--- src/hw/tpms_defs.vh ---
/*
 * constants for the timer pin mode select block: register offsets,
 * mode field layout, reset values.
 * assumes inclusion by bare name from the hw/ design files.
 */
`ifndef TPMS_DEFS_VH
`define TPMS_DEFS_VH

// ----------------------------------------------------------------
// register byte offsets
// ----------------------------------------------------------------
`define TPMS_OFS_CH0_MODE 6'h00
`define TPMS_OFS_CH0_PIN_MODE 6'h04
`define TPMS_OFS_CH1_PIN_MODE 6'h08
`define TPMS_OFS_CH2_PIN_MODE 6'h0C
`define TPMS_OFS_CH0_GEN_C 6'h10
`define TPMS_OFS_CH1_GEN_A 6'h14
`define TPMS_OFS_CH2_GEN_A 6'h18
`define TPMS_OFS_COUNTER 6'h1C
`define TPMS_OFS_PIN_STATE 6'h20

// ----------------------------------------------------------------
// mode field layout
// ----------------------------------------------------------------
`define TPMS_MODE_CAPTURE 3
`define TPMS_MODE_INIT 2
`define TPMS_MODE_ACT_HI 1
`define TPMS_MODE_ACT_LO 0
`define TPMS_ACT_OFF 2'h0
`define TPMS_ACT_LOW 2'h1
`define TPMS_ACT_HIGH 2'h2
`define TPMS_ACT_TOGGLE 2'h3
`define TPMS_BUF_A_BIT 0

// ----------------------------------------------------------------
// reset values and bus answers
// ----------------------------------------------------------------
`define TPMS_MODE_RESET 4'h0
`define TPMS_WORD_RESET 16'h0000
`define TPMS_RESP_OKAY 2'h0
`define TPMS_RESP_SLVERR 2'h2

`endif

--- src/hw/tpms_sync.v ---
/*
 * two flip-flop synchroniser for one pin level.
 * assumes the input comes from outside aclk's domain.
 */
`timescale 1ns/1ps
module tpms_sync
(
    // clock and reset
    input wire aclk,
    input wire aresetn,
    // level in and out
    input wire async_in,
    output reg sync_out
);

reg stage1;

// first stage read only by the second
always @(posedge aclk)
begin
    if (!aresetn)
    begin
        stage1 <= 1'b0;
        sync_out <= 1'b0;
    end
    else
    begin
        stage1 <= async_in;
        sync_out <= stage1;
    end
end

endmodule

--- src/hw/tpms_channel.v ---
/*
 * one capture/compare channel: pin output per compare action,
 * general register captured on selected pin edges.
 * assumes a synchronised pin level and a shared free counter.
 */
`timescale 1ns/1ps
`include "tpms_defs.vh"
module tpms_channel
#(
    parameter WIDTH = 16,
    parameter IGNORE_BIT2_IN_CAPTURE = 0
)
(
    // clock and reset
    input wire aclk,
    input wire aresetn,
    // control
    input wire [3:0] mode,
    input wire blocked,
    input wire [WIDTH-1:0] counter,
    // software write of the general register
    input wire wr_en,
    input wire [WIDTH-1:0] wr_data,
    // pin
    input wire pin_level,
    output reg pin_out,
    output wire pin_oe,
    // state
    output reg [WIDTH-1:0] general_reg,
    output reg event_pulse
);

reg pin_prev;
reg [3:0] mode_prev;
wire capture = mode[`TPMS_MODE_CAPTURE];
wire [1:0] act = {mode[`TPMS_MODE_ACT_HI], mode[`TPMS_MODE_ACT_LO]};
wire rise = pin_level & ~pin_prev;
wire fall = ~pin_level & pin_prev;
wire match = ~capture & (counter == general_reg);
// bit 2 set in capture mode is a forbidden setting on channels 0 and 1: no captures
wire cap_legal = (IGNORE_BIT2_IN_CAPTURE != 0) | ~mode[`TPMS_MODE_INIT];
reg cap_edge;

// edge selection for capture
always @*
begin
    cap_edge = 1'b0;
    if (mode[`TPMS_MODE_ACT_HI])
        cap_edge = rise | fall;
    else if (!mode[`TPMS_MODE_ACT_LO])
        cap_edge = rise;
    else
        cap_edge = fall;
end

// output enabled only when compare mode with an action and not a buffer
assign pin_oe = ~blocked & ~capture & (act != `TPMS_ACT_OFF);

// pin level, capture and match handling
always @(posedge aclk)
begin
    if (!aresetn)
    begin
        pin_prev <= 1'b0;
        mode_prev <= `TPMS_MODE_RESET;
        pin_out <= 1'b0;
        general_reg <= `TPMS_WORD_RESET;
        event_pulse <= 1'b0;
    end
    else
    begin
        pin_prev <= pin_level;
        mode_prev <= mode;
        event_pulse <= 1'b0;
        if (mode != mode_prev && !capture)
            pin_out <= mode[`TPMS_MODE_INIT];
        else if (!blocked && match)
        begin
            event_pulse <= 1'b1;
            case (act)
                `TPMS_ACT_LOW: pin_out <= 1'b0;
                `TPMS_ACT_HIGH: pin_out <= 1'b1;
                `TPMS_ACT_TOGGLE: pin_out <= ~pin_out;
                default: pin_out <= pin_out;
            endcase
        end
        // capture beats a software write in the same cycle
        if (!blocked && capture && cap_legal && cap_edge)
        begin
            general_reg <= counter;
            event_pulse <= 1'b1;
        end
        else if (wr_en)
            general_reg <= wr_data;
    end
end

endmodule

--- src/hw/tpms_top.v ---
/*
 * timer pin mode select: three capture/compare channels (ch0 reg c,
 * ch1 reg a, ch2 reg a) with AXI4-Lite register access.
 * assumes an AXI4-Lite master on aclk and asynchronous timer pins.
 * the counter is internal and free running, so software sees it only
 * through its read-only word; general registers are written by software
 * and overwritten by captures, a capture winning a same-cycle write.
 * pin_oe is high while a channel drives its pin; the far side must not
 * drive a pin at the same time.
 */
// What this block does
// - compare mode with action 01 drives the pin low at each match.
// - compare mode with action 10 drives the pin high at each match.
// - compare mode with action 11 inverts the pin at each match.
// - capture mode with low bits 00 captures the counter on rising pin edges.
// - capture mode with low bits 01 captures the counter on falling pin edges.
// - capture mode with bit 1 set captures on both edges; channel 2 alone ignores bit 2.
// - when channel 0 buffer mode is on, reg c makes neither capture nor compare events.
`timescale 1ns/1ps
`include "tpms_defs.vh"
module tpms_top
#(
    parameter WIDTH = 16
)
(
    // clock and reset
    input wire aclk,
    input wire aresetn,
    // axi4-lite write address
    input wire [5:0] s_axi_awaddr,
    input wire s_axi_awvalid,
    output wire s_axi_awready,
    // axi4-lite write data
    input wire [31:0] s_axi_wdata,
    input wire [3:0] s_axi_wstrb,
    input wire s_axi_wvalid,
    output wire s_axi_wready,
    // axi4-lite write response
    output reg [1:0] s_axi_bresp,
    output reg s_axi_bvalid,
    input wire s_axi_bready,
    // axi4-lite read address
    input wire [5:0] s_axi_araddr,
    input wire s_axi_arvalid,
    output wire s_axi_arready,
    // axi4-lite read data
    output reg [31:0] s_axi_rdata,
    output reg [1:0] s_axi_rresp,
    output reg s_axi_rvalid,
    input wire s_axi_rready,
    // timer pins: index 0 ch0 pin c, 1 ch1 pin a, 2 ch2 pin a
    input wire [2:0] pin_in,
    output wire [2:0] pin_out,
    output wire [2:0] pin_oe,
    // channel events, one-cycle pulses
    output wire [2:0] channel_event
);

// ----------------------------------------------------------------
// registers
// ----------------------------------------------------------------
reg [3:0] pin_mode [0:2];
reg buffer_mode_select_a;
reg [WIDTH-1:0] counter;
reg [5:0] aw_addr;
reg aw_held;
reg [31:0] w_data;
reg [3:0] w_strb;
reg w_held;
wire [2:0] pin_sync;
wire [WIDTH-1:0] gen [0:2];
reg [2:0] gen_wr;

// ----------------------------------------------------------------
// address decode helpers
// ----------------------------------------------------------------
// word index of a byte address, used by both read and write decode
function [3:0] word_index;
    input [5:0] addr;
    begin
        word_index = addr[5:2];
    end
endfunction

// only whole aligned words are mapped; read and write refuse the rest alike
function addr_aligned;
    input [5:0] addr;
    begin
        addr_aligned = (addr[1:0] == 2'h0);
    end
endfunction

// a mode field read back as a whole word, upper bits zero
function [31:0] mode_word;
    input [3:0] mode;
    begin
        mode_word = {28'h0000000, mode};
    end
endfunction

// ----------------------------------------------------------------
// counter
// ----------------------------------------------------------------
// free running counter shared by all channels; it wraps at the top, so a
// compare value already passed is met again only a full period later
always @(posedge aclk)
begin
    if (!aresetn)
        counter <= `TPMS_WORD_RESET;
    else
        counter <= counter + {{(WIDTH-1){1'b0}}, 1'b1};
end

// ----------------------------------------------------------------
// channels
// ----------------------------------------------------------------
// only ch0 reg c can act as a buffer; the other two are never blocked
wire [2:0] chan_blocked = {2'h0, buffer_mode_select_a};
genvar g;
generate
    for (g = 0; g < 3; g = g + 1)
    begin : g_chan
        tpms_sync u_sync
        (
            .aclk(aclk),
            .aresetn(aresetn),
            .async_in(pin_in[g]),
            .sync_out(pin_sync[g])
        );
        // channel 2 alone ignores bit 2 in capture mode
        tpms_channel #(
            .WIDTH(WIDTH),
            .IGNORE_BIT2_IN_CAPTURE(g == 2)
        ) u_chan
        (
            .aclk(aclk),
            .aresetn(aresetn),
            .mode(pin_mode[g]),
            .blocked(chan_blocked[g]),
            .counter(counter),
            .wr_en(gen_wr[g]),
            .wr_data(w_data[WIDTH-1:0]),
            .pin_level(pin_sync[g]),
            .pin_out(pin_out[g]),
            .pin_oe(pin_oe[g]),
            .general_reg(gen[g]),
            .event_pulse(channel_event[g])
        );
    end
endgenerate

// ----------------------------------------------------------------
// axi4-lite write path
// ----------------------------------------------------------------
// address and data may arrive in either order; each held until both
assign s_axi_awready = ~aw_held & ~s_axi_bvalid;
assign s_axi_wready = ~w_held & ~s_axi_bvalid;
wire wr_go = aw_held & w_held & ~s_axi_bvalid;
wire [3:0] wr_idx = word_index(aw_addr);
// the counter word answers okay but is read only; the pin state word refuses writes
wire wr_mapped = addr_aligned(aw_addr) && (wr_idx <= word_index(`TPMS_OFS_COUNTER));
// a write with byte lane 0 off is answered but changes nothing
wire wr_field = wr_go & w_strb[0];

// ----------------------------------------------------------------
// write decode and register fields
// ----------------------------------------------------------------
// decode general register writes
always @*
begin
    gen_wr = 3'h0;
    if (wr_field)
    begin
        case (aw_addr)
            `TPMS_OFS_CH0_GEN_C: gen_wr[0] = 1'b1;
            `TPMS_OFS_CH1_GEN_A: gen_wr[1] = 1'b1;
            `TPMS_OFS_CH2_GEN_A: gen_wr[2] = 1'b1;
            default: gen_wr = 3'h0;
        endcase
    end
end

// hold each half of a write until the other half has arrived
always @(posedge aclk)
begin
    if (!aresetn)
    begin
        aw_held <= 1'b0;
        w_held <= 1'b0;
        aw_addr <= 6'h00;
        w_data <= 32'h00000000;
        w_strb <= 4'h0;
    end
    else
    begin
        // wr_go needs both halves held, so it never meets a new handshake
        if (s_axi_awvalid && s_axi_awready)
        begin
            aw_addr <= s_axi_awaddr;
            aw_held <= 1'b1;
        end
        else if (wr_go)
            aw_held <= 1'b0;
        if (s_axi_wvalid && s_axi_wready)
        begin
            w_data <= s_axi_wdata;
            w_strb <= s_axi_wstrb;
            w_held <= 1'b1;
        end
        else if (wr_go)
            w_held <= 1'b0;
    end
end

// response raised once both halves are held, kept until bready is seen
always @(posedge aclk)
begin
    if (!aresetn)
    begin
        s_axi_bvalid <= 1'b0;
        s_axi_bresp <= `TPMS_RESP_OKAY;
    end
    else if (wr_go)
    begin
        s_axi_bvalid <= 1'b1;
        // unaligned or unmapped writes are refused but still answered
        s_axi_bresp <= wr_mapped ? `TPMS_RESP_OKAY : `TPMS_RESP_SLVERR;
    end
    else if (s_axi_bvalid && s_axi_bready)
        s_axi_bvalid <= 1'b0;
end

// mode fields and buffer bit; the general registers live in the channels
always @(posedge aclk)
begin
    if (!aresetn)
    begin
        buffer_mode_select_a <= 1'b0;
        pin_mode[0] <= `TPMS_MODE_RESET;
        pin_mode[1] <= `TPMS_MODE_RESET;
        pin_mode[2] <= `TPMS_MODE_RESET;
    end
    else if (wr_field)
    begin
        case (aw_addr)
            `TPMS_OFS_CH0_MODE: buffer_mode_select_a <= w_data[`TPMS_BUF_A_BIT];
            `TPMS_OFS_CH0_PIN_MODE: pin_mode[0] <= w_data[3:0];
            `TPMS_OFS_CH1_PIN_MODE: pin_mode[1] <= w_data[3:0];
            `TPMS_OFS_CH2_PIN_MODE: pin_mode[2] <= w_data[3:0];
            default: buffer_mode_select_a <= buffer_mode_select_a;
        endcase
    end
end

// ----------------------------------------------------------------
// axi4-lite read path
// ----------------------------------------------------------------
assign s_axi_arready = ~s_axi_rvalid;
reg [31:0] rd_word;
reg rd_ok;

// read mux over the register map
always @*
begin
    rd_word = 32'h00000000;
    rd_ok = addr_aligned(s_axi_araddr);
    // low address bits are dropped here; rd_ok turns an unaligned read into an error
    case ({word_index(s_axi_araddr), 2'h0})
        `TPMS_OFS_CH0_MODE: rd_word[`TPMS_BUF_A_BIT] = buffer_mode_select_a;
        `TPMS_OFS_CH0_PIN_MODE: rd_word = mode_word(pin_mode[0]);
        `TPMS_OFS_CH1_PIN_MODE: rd_word = mode_word(pin_mode[1]);
        `TPMS_OFS_CH2_PIN_MODE: rd_word = mode_word(pin_mode[2]);
        `TPMS_OFS_CH0_GEN_C: rd_word[WIDTH-1:0] = gen[0];
        `TPMS_OFS_CH1_GEN_A: rd_word[WIDTH-1:0] = gen[1];
        `TPMS_OFS_CH2_GEN_A: rd_word[WIDTH-1:0] = gen[2];
        `TPMS_OFS_COUNTER: rd_word[WIDTH-1:0] = counter;
        `TPMS_OFS_PIN_STATE: rd_word[5:0] = {pin_oe, pin_out};
        default: rd_ok = 1'b0;
    endcase
end

// one read at a time, answered the cycle after it is taken
// the data are latched at acceptance, so a counter read shows that edge's value
always @(posedge aclk)
begin
    if (!aresetn)
    begin
        s_axi_rvalid <= 1'b0;
        s_axi_rdata <= 32'h00000000;
        s_axi_rresp <= `TPMS_RESP_OKAY;
    end
    else if (s_axi_arvalid && s_axi_arready)
    begin
        s_axi_rvalid <= 1'b1;
        s_axi_rdata <= rd_word;
        s_axi_rresp <= rd_ok ? `TPMS_RESP_OKAY : `TPMS_RESP_SLVERR;
    end
    else if (s_axi_rready)
        s_axi_rvalid <= 1'b0;
end

endmodule

--- config.mk ---
export PLATFORM = sky130hd
export DESIGN_NAME = tpms_top
export DESIGN_NICKNAME = d
export VERILOG_FILES = /design/src/hw/tpms_sync.v /design/src/hw/tpms_channel.v /design/src/hw/tpms_top.v
export VERILOG_INCLUDE_DIRS = /design/src /design/src/hw
export SDC_FILE = /design/constraint.sdc
export NUM_CORES = 1
export LEC_CHECK = 0
export ABC_AREA = 0
export BUFFER_PORTS_ARGS = -buffer_cell sky130_fd_sc_hd__buf_2
export CORE_MARGIN = 2
export CORE_UTILIZATION = 40
export DETAILED_ROUTE_END_ITERATION = 8
export SLEW_MARGIN = 20
export SYNTH_ARGS = -nofsm -noshare
export SYNTH_HDL_FRONTEND = slang
export SYNTH_SLANG_ARGS = --single-unit
export TNS_END_PERCENT = 50
--- constraint.sdc ---
create_clock -name aclk -period 2 [get_ports aclk]
set_input_delay 0.3 -clock aclk [delete_from_list [all_inputs] [get_ports aclk]]
set_output_delay 0.3 -clock aclk [all_outputs]
set_load 0.1 [all_outputs]
==> impl_metrics.csv <==
group,metric,value,unit
outcome,outcome,"completed",
worst_setup_path,r2r_cells,7,
die,die_w,140,um
drt,top_layer,"met4",
synthesis,ys_warn_count,0,
worst_setup_path,r2r-end,"g_chan[0].u_chan.general_reg[1]",
sta,fin_worst_skew,0.00648,ns
drt,dr_wl_met2,8.94,mm
power,clkPwrFrac,46.6,%
drt,first_pass_iters,7,
synthesis,synthFlopType,"dfxtp_1",
die,initial_utilization,41.1,%
drt,drcViolationCount,0,
synthesis,yosysUniqueCellTypes,57,
sta,slew-limit-headroom,57.8,%
grt,grt.total_usage,21.4,%
die,die_area,19700,um2
drt,wl_met3,1.61,mm
drt,wl_per_cell,17.7,um
min_path,hold_depth,2,
die,ioPinCount,108,
clock_tree,clk_pin_slew,0.06,ns
worst_setup_path,critPathKind,"flip-flop to primary output",
drt,met1_length,10.1,mm
place,dpl.hpwl,14.6,mm
power,p_sw,2080,uW
grt,grt_pass1_wl,32.5,mm
synthesis,synth_top_area_share,36.9,%
sta,grt_setup_unrepaired,"yes",
grt,grt_max_degree,46,
min_path,min_to,"s_axi_rvalid",
power,p_per_area,871,nW/um2
worst_setup_path,startpoint_type,"flip-flop",
worst_setup_path,ff2ff_setup_slack,0.11,ns
drt,via_per_inst,5.39,
sta,hold_slack,0.0454,ns
synthesis,async_flop_share,0,%
finish,final_nets,1011,
synthesis,synthTopCellsByCount,"dfxtp_1 (137), nor2_1 (108), nand2_1 (70)",
worst_setup_path,crit_family,"buffers and inverters",
power,vdd_drop_max,0.630,mV
worst_setup_path,endpoint_kind,"primary output",
synthesis,avgSynthCellArea,8.87,um2
clock_tree,ctsHtreeMaxLevel,4,
finish,syn2layout_area_growth,23.7,%
synthesis,synthCells,839,
worst_setup_path,worstReg2RegStart,"s_axi_bvalid",
drt,routed_wl,20.9,mm
worst_setup_path,worstPathCellList,"buf_4 > inv_1 > ha_1 > nor2_4 > buf_12",
synthesis,seq_area_frac_synth,41.7,%
drt,vias,6351,
synthesis,synth_edf_count,12,
run,drv_cap,0,
grt,grt_pass1_vias,5802,
synthesis,synth_area,7440,um2
synthesis,synth_top_cells_by_area,"dfxtp_1 (37%), mux2i_1 (7.8%), xor2_1 (5.5%)",
sta,totalNegativeSetupSlack,0,ns
die,die_h,140,um
finish,drive_above_1_share,21.4,%
min_path,hold_class,"input port to flip-flop",
worst_setup_path,cp.arrival,1.66,ns
power,power.share.switching,25.9,%
power,total_leakage_power,0.00380,uW
place,globalplace.congestion,0.882,
sta,worst_pin_slew,0.631,ns
synthesis,synth.most_common_cell,"dfxtp_1",
min_path,worstHoldStart,"s_axi_rready",
sta,max_freq,510,MHz
worst_setup_path,critPathMaxFanout,4,
clock_tree,cts_buffers,17,
finish,largest_register_ffs,48,
finish,antenna_cells,0,
grt,grt_overflow,0,
die,coreArea,18100,um2
clock_tree,cts_sinks,149,
worst_setup_path,cp.required,1.70,ns
sta,min_period,1.96,ns
sta,setup_viol,0,
power,p_seq_share,40.5,%
drt,drt_iter0_drc,602,
die,rows,49,
worst_setup_path,cp_slowest_cell,"edfxtp_1",
synthesis,yosysTopAreaCell,"dfxtp_1",
synthesis,ys_ff_latch,149,
worst_setup_path,crit_path_max_incr_delay,0.42,ns
sta,hold_viol_final,0,
worst_setup_path,crit_buf_inv,3,
power,internal_power,5950,uW
clock_tree,cts-root-buf,"clkbuf_16",
grt,antenna_found_initial,0,
drt,antenna_left,0,
clock_tree,clkLatencyLatePin,0.43,ns
clock_tree,clock_path_buffers,2,
place,io_buffers,70,
power,combPwrFrac,13.0,%
sta,drv_slew,0,
clock_tree,cts_tree,"done",
sta,period_share,98.1,%
finish,fillerInstances,1670,
## cells by family after synthesis
kind of cell	after synthesis	share of synthesized area, %
compound gates	164	14.8
buf+inv	106	6.93
xor+xnor	69	8.12
fa+ha+maj	16	2.69
flops	149	41.7
other cells	1	0.0504
mux	60	8.11
simple gates	274	17.6
## worst max-delay path by stage
stage,from,to,cells after the start
6_report,pin_mode[0][9],pin_oe[2],5
5_1_grt,pin_mode[0][9],pin_oe[2],5
4_1_cts,pin_mode[0][9],pin_oe[2],5
3_5_place_dp,s_axi_bvalid,g_chan[0].u_chan.general_reg[2],6
3_3_place_gp,s_axi_bvalid,g_chan[0].u_chan.general_reg[14],6
2_1_floorplan,s_axi_bvalid,g_chan[0].u_chan.general_reg[5],7
## power groups by stage
stage | logic [uW] | registers [uW] | clock network [uW]
finish | 1040 | 3250 | 3730
global route | 1110 | 3260 | 3910
CTS | 1040 | 3240 | 3780
detailed placement | 1030 | 3310 | 0
global placement | 1020 | 3310 | 0
floorplan | 712 | 3320 | 0
## placed cells by master, fill, tap and decap left out, types with 18 or more instances in the layout
| master | synthesis | layout |
|---|---|---|
| inv_1 | 19 | 18 |
| conb_1 | 1 | 18 |
| buf_4 | 29 | 69 |
| nor2_1 | 108 | 104 |
| a21oi_1 | 58 | 58 |
| xor2_1 | 47 | 47 |
| a211oi_1 | 51 | 51 |
| buf_2 | 1 | 67 |
| nand2_1 | 70 | 70 |
| mux2i_1 | 58 | 58 |
| xnor2_1 | 22 | 22 |
| dfxtp_1 | 137 | 135 |
| clkbuf_16 | 0 | 18 |
## worst register-to-register path, stage by stage (launching register included)
cell and delay (ns):
dfxtp_4 0.34, nand3b_4 0.14, or3_1 0.44, nor4_4 0.16, buf_4 0.20, buf_12 0.16, mux2i_1 0.23, a211oi_1 0.10
## layout make-up
type | instances | area, um2 | area share, %
multi-input cells | 601 | 3950 | 42.9
repair buffers | 148 | 1100 | 11.9
clock buffers | 22 | 454 | 4.93
inverters | 20 | 80.1 | 0.870
well taps | 229 | 287 | 3.11
clock inverters | 10 | 229 | 2.49
flip-flops and latches | 149 | 3110 | 33.8
## layer usage
metal  vias up  global-route usage (%)
li1       3088                       -
met1      2991                    30.9
met2       253                    32.0
met3        19                    5.26
met4         0                    5.69
met5         -                       0
## timing repair
| action | 4_1_cts | 5_1_grt |
|---|---|---|
| pin swaps | 0 | 1 |
| cloned | 0 | 1 |
| resized for setup | 5 | 0 |
| endpoints found under the hold margin | 0 | 0 |
| hold buffers | 0 | 0 |
| buffers inserted | 0 | 2 |
| setup endpoints to repair | 3 | 9 |
## per-stage QoR
stage	power [uW]	util, %	cell area [um2]	cells	setup WS [ns]
2_1_floorplan	4030	-	7530	856	-0.248
3_3_place_gp	4330	46.8	8460	1144	0.162
3_5_place_dp	4340	46.8	8460	1144	0.0856
4_1_cts	8060	50.7	9160	1176	0.0357
5_1_grt	8280	50.9	9200	1179	-0.00250
6_report	8020	50.9	9200	1179	0.0373
No activity file was read; power rests on OpenSTA's default activity.
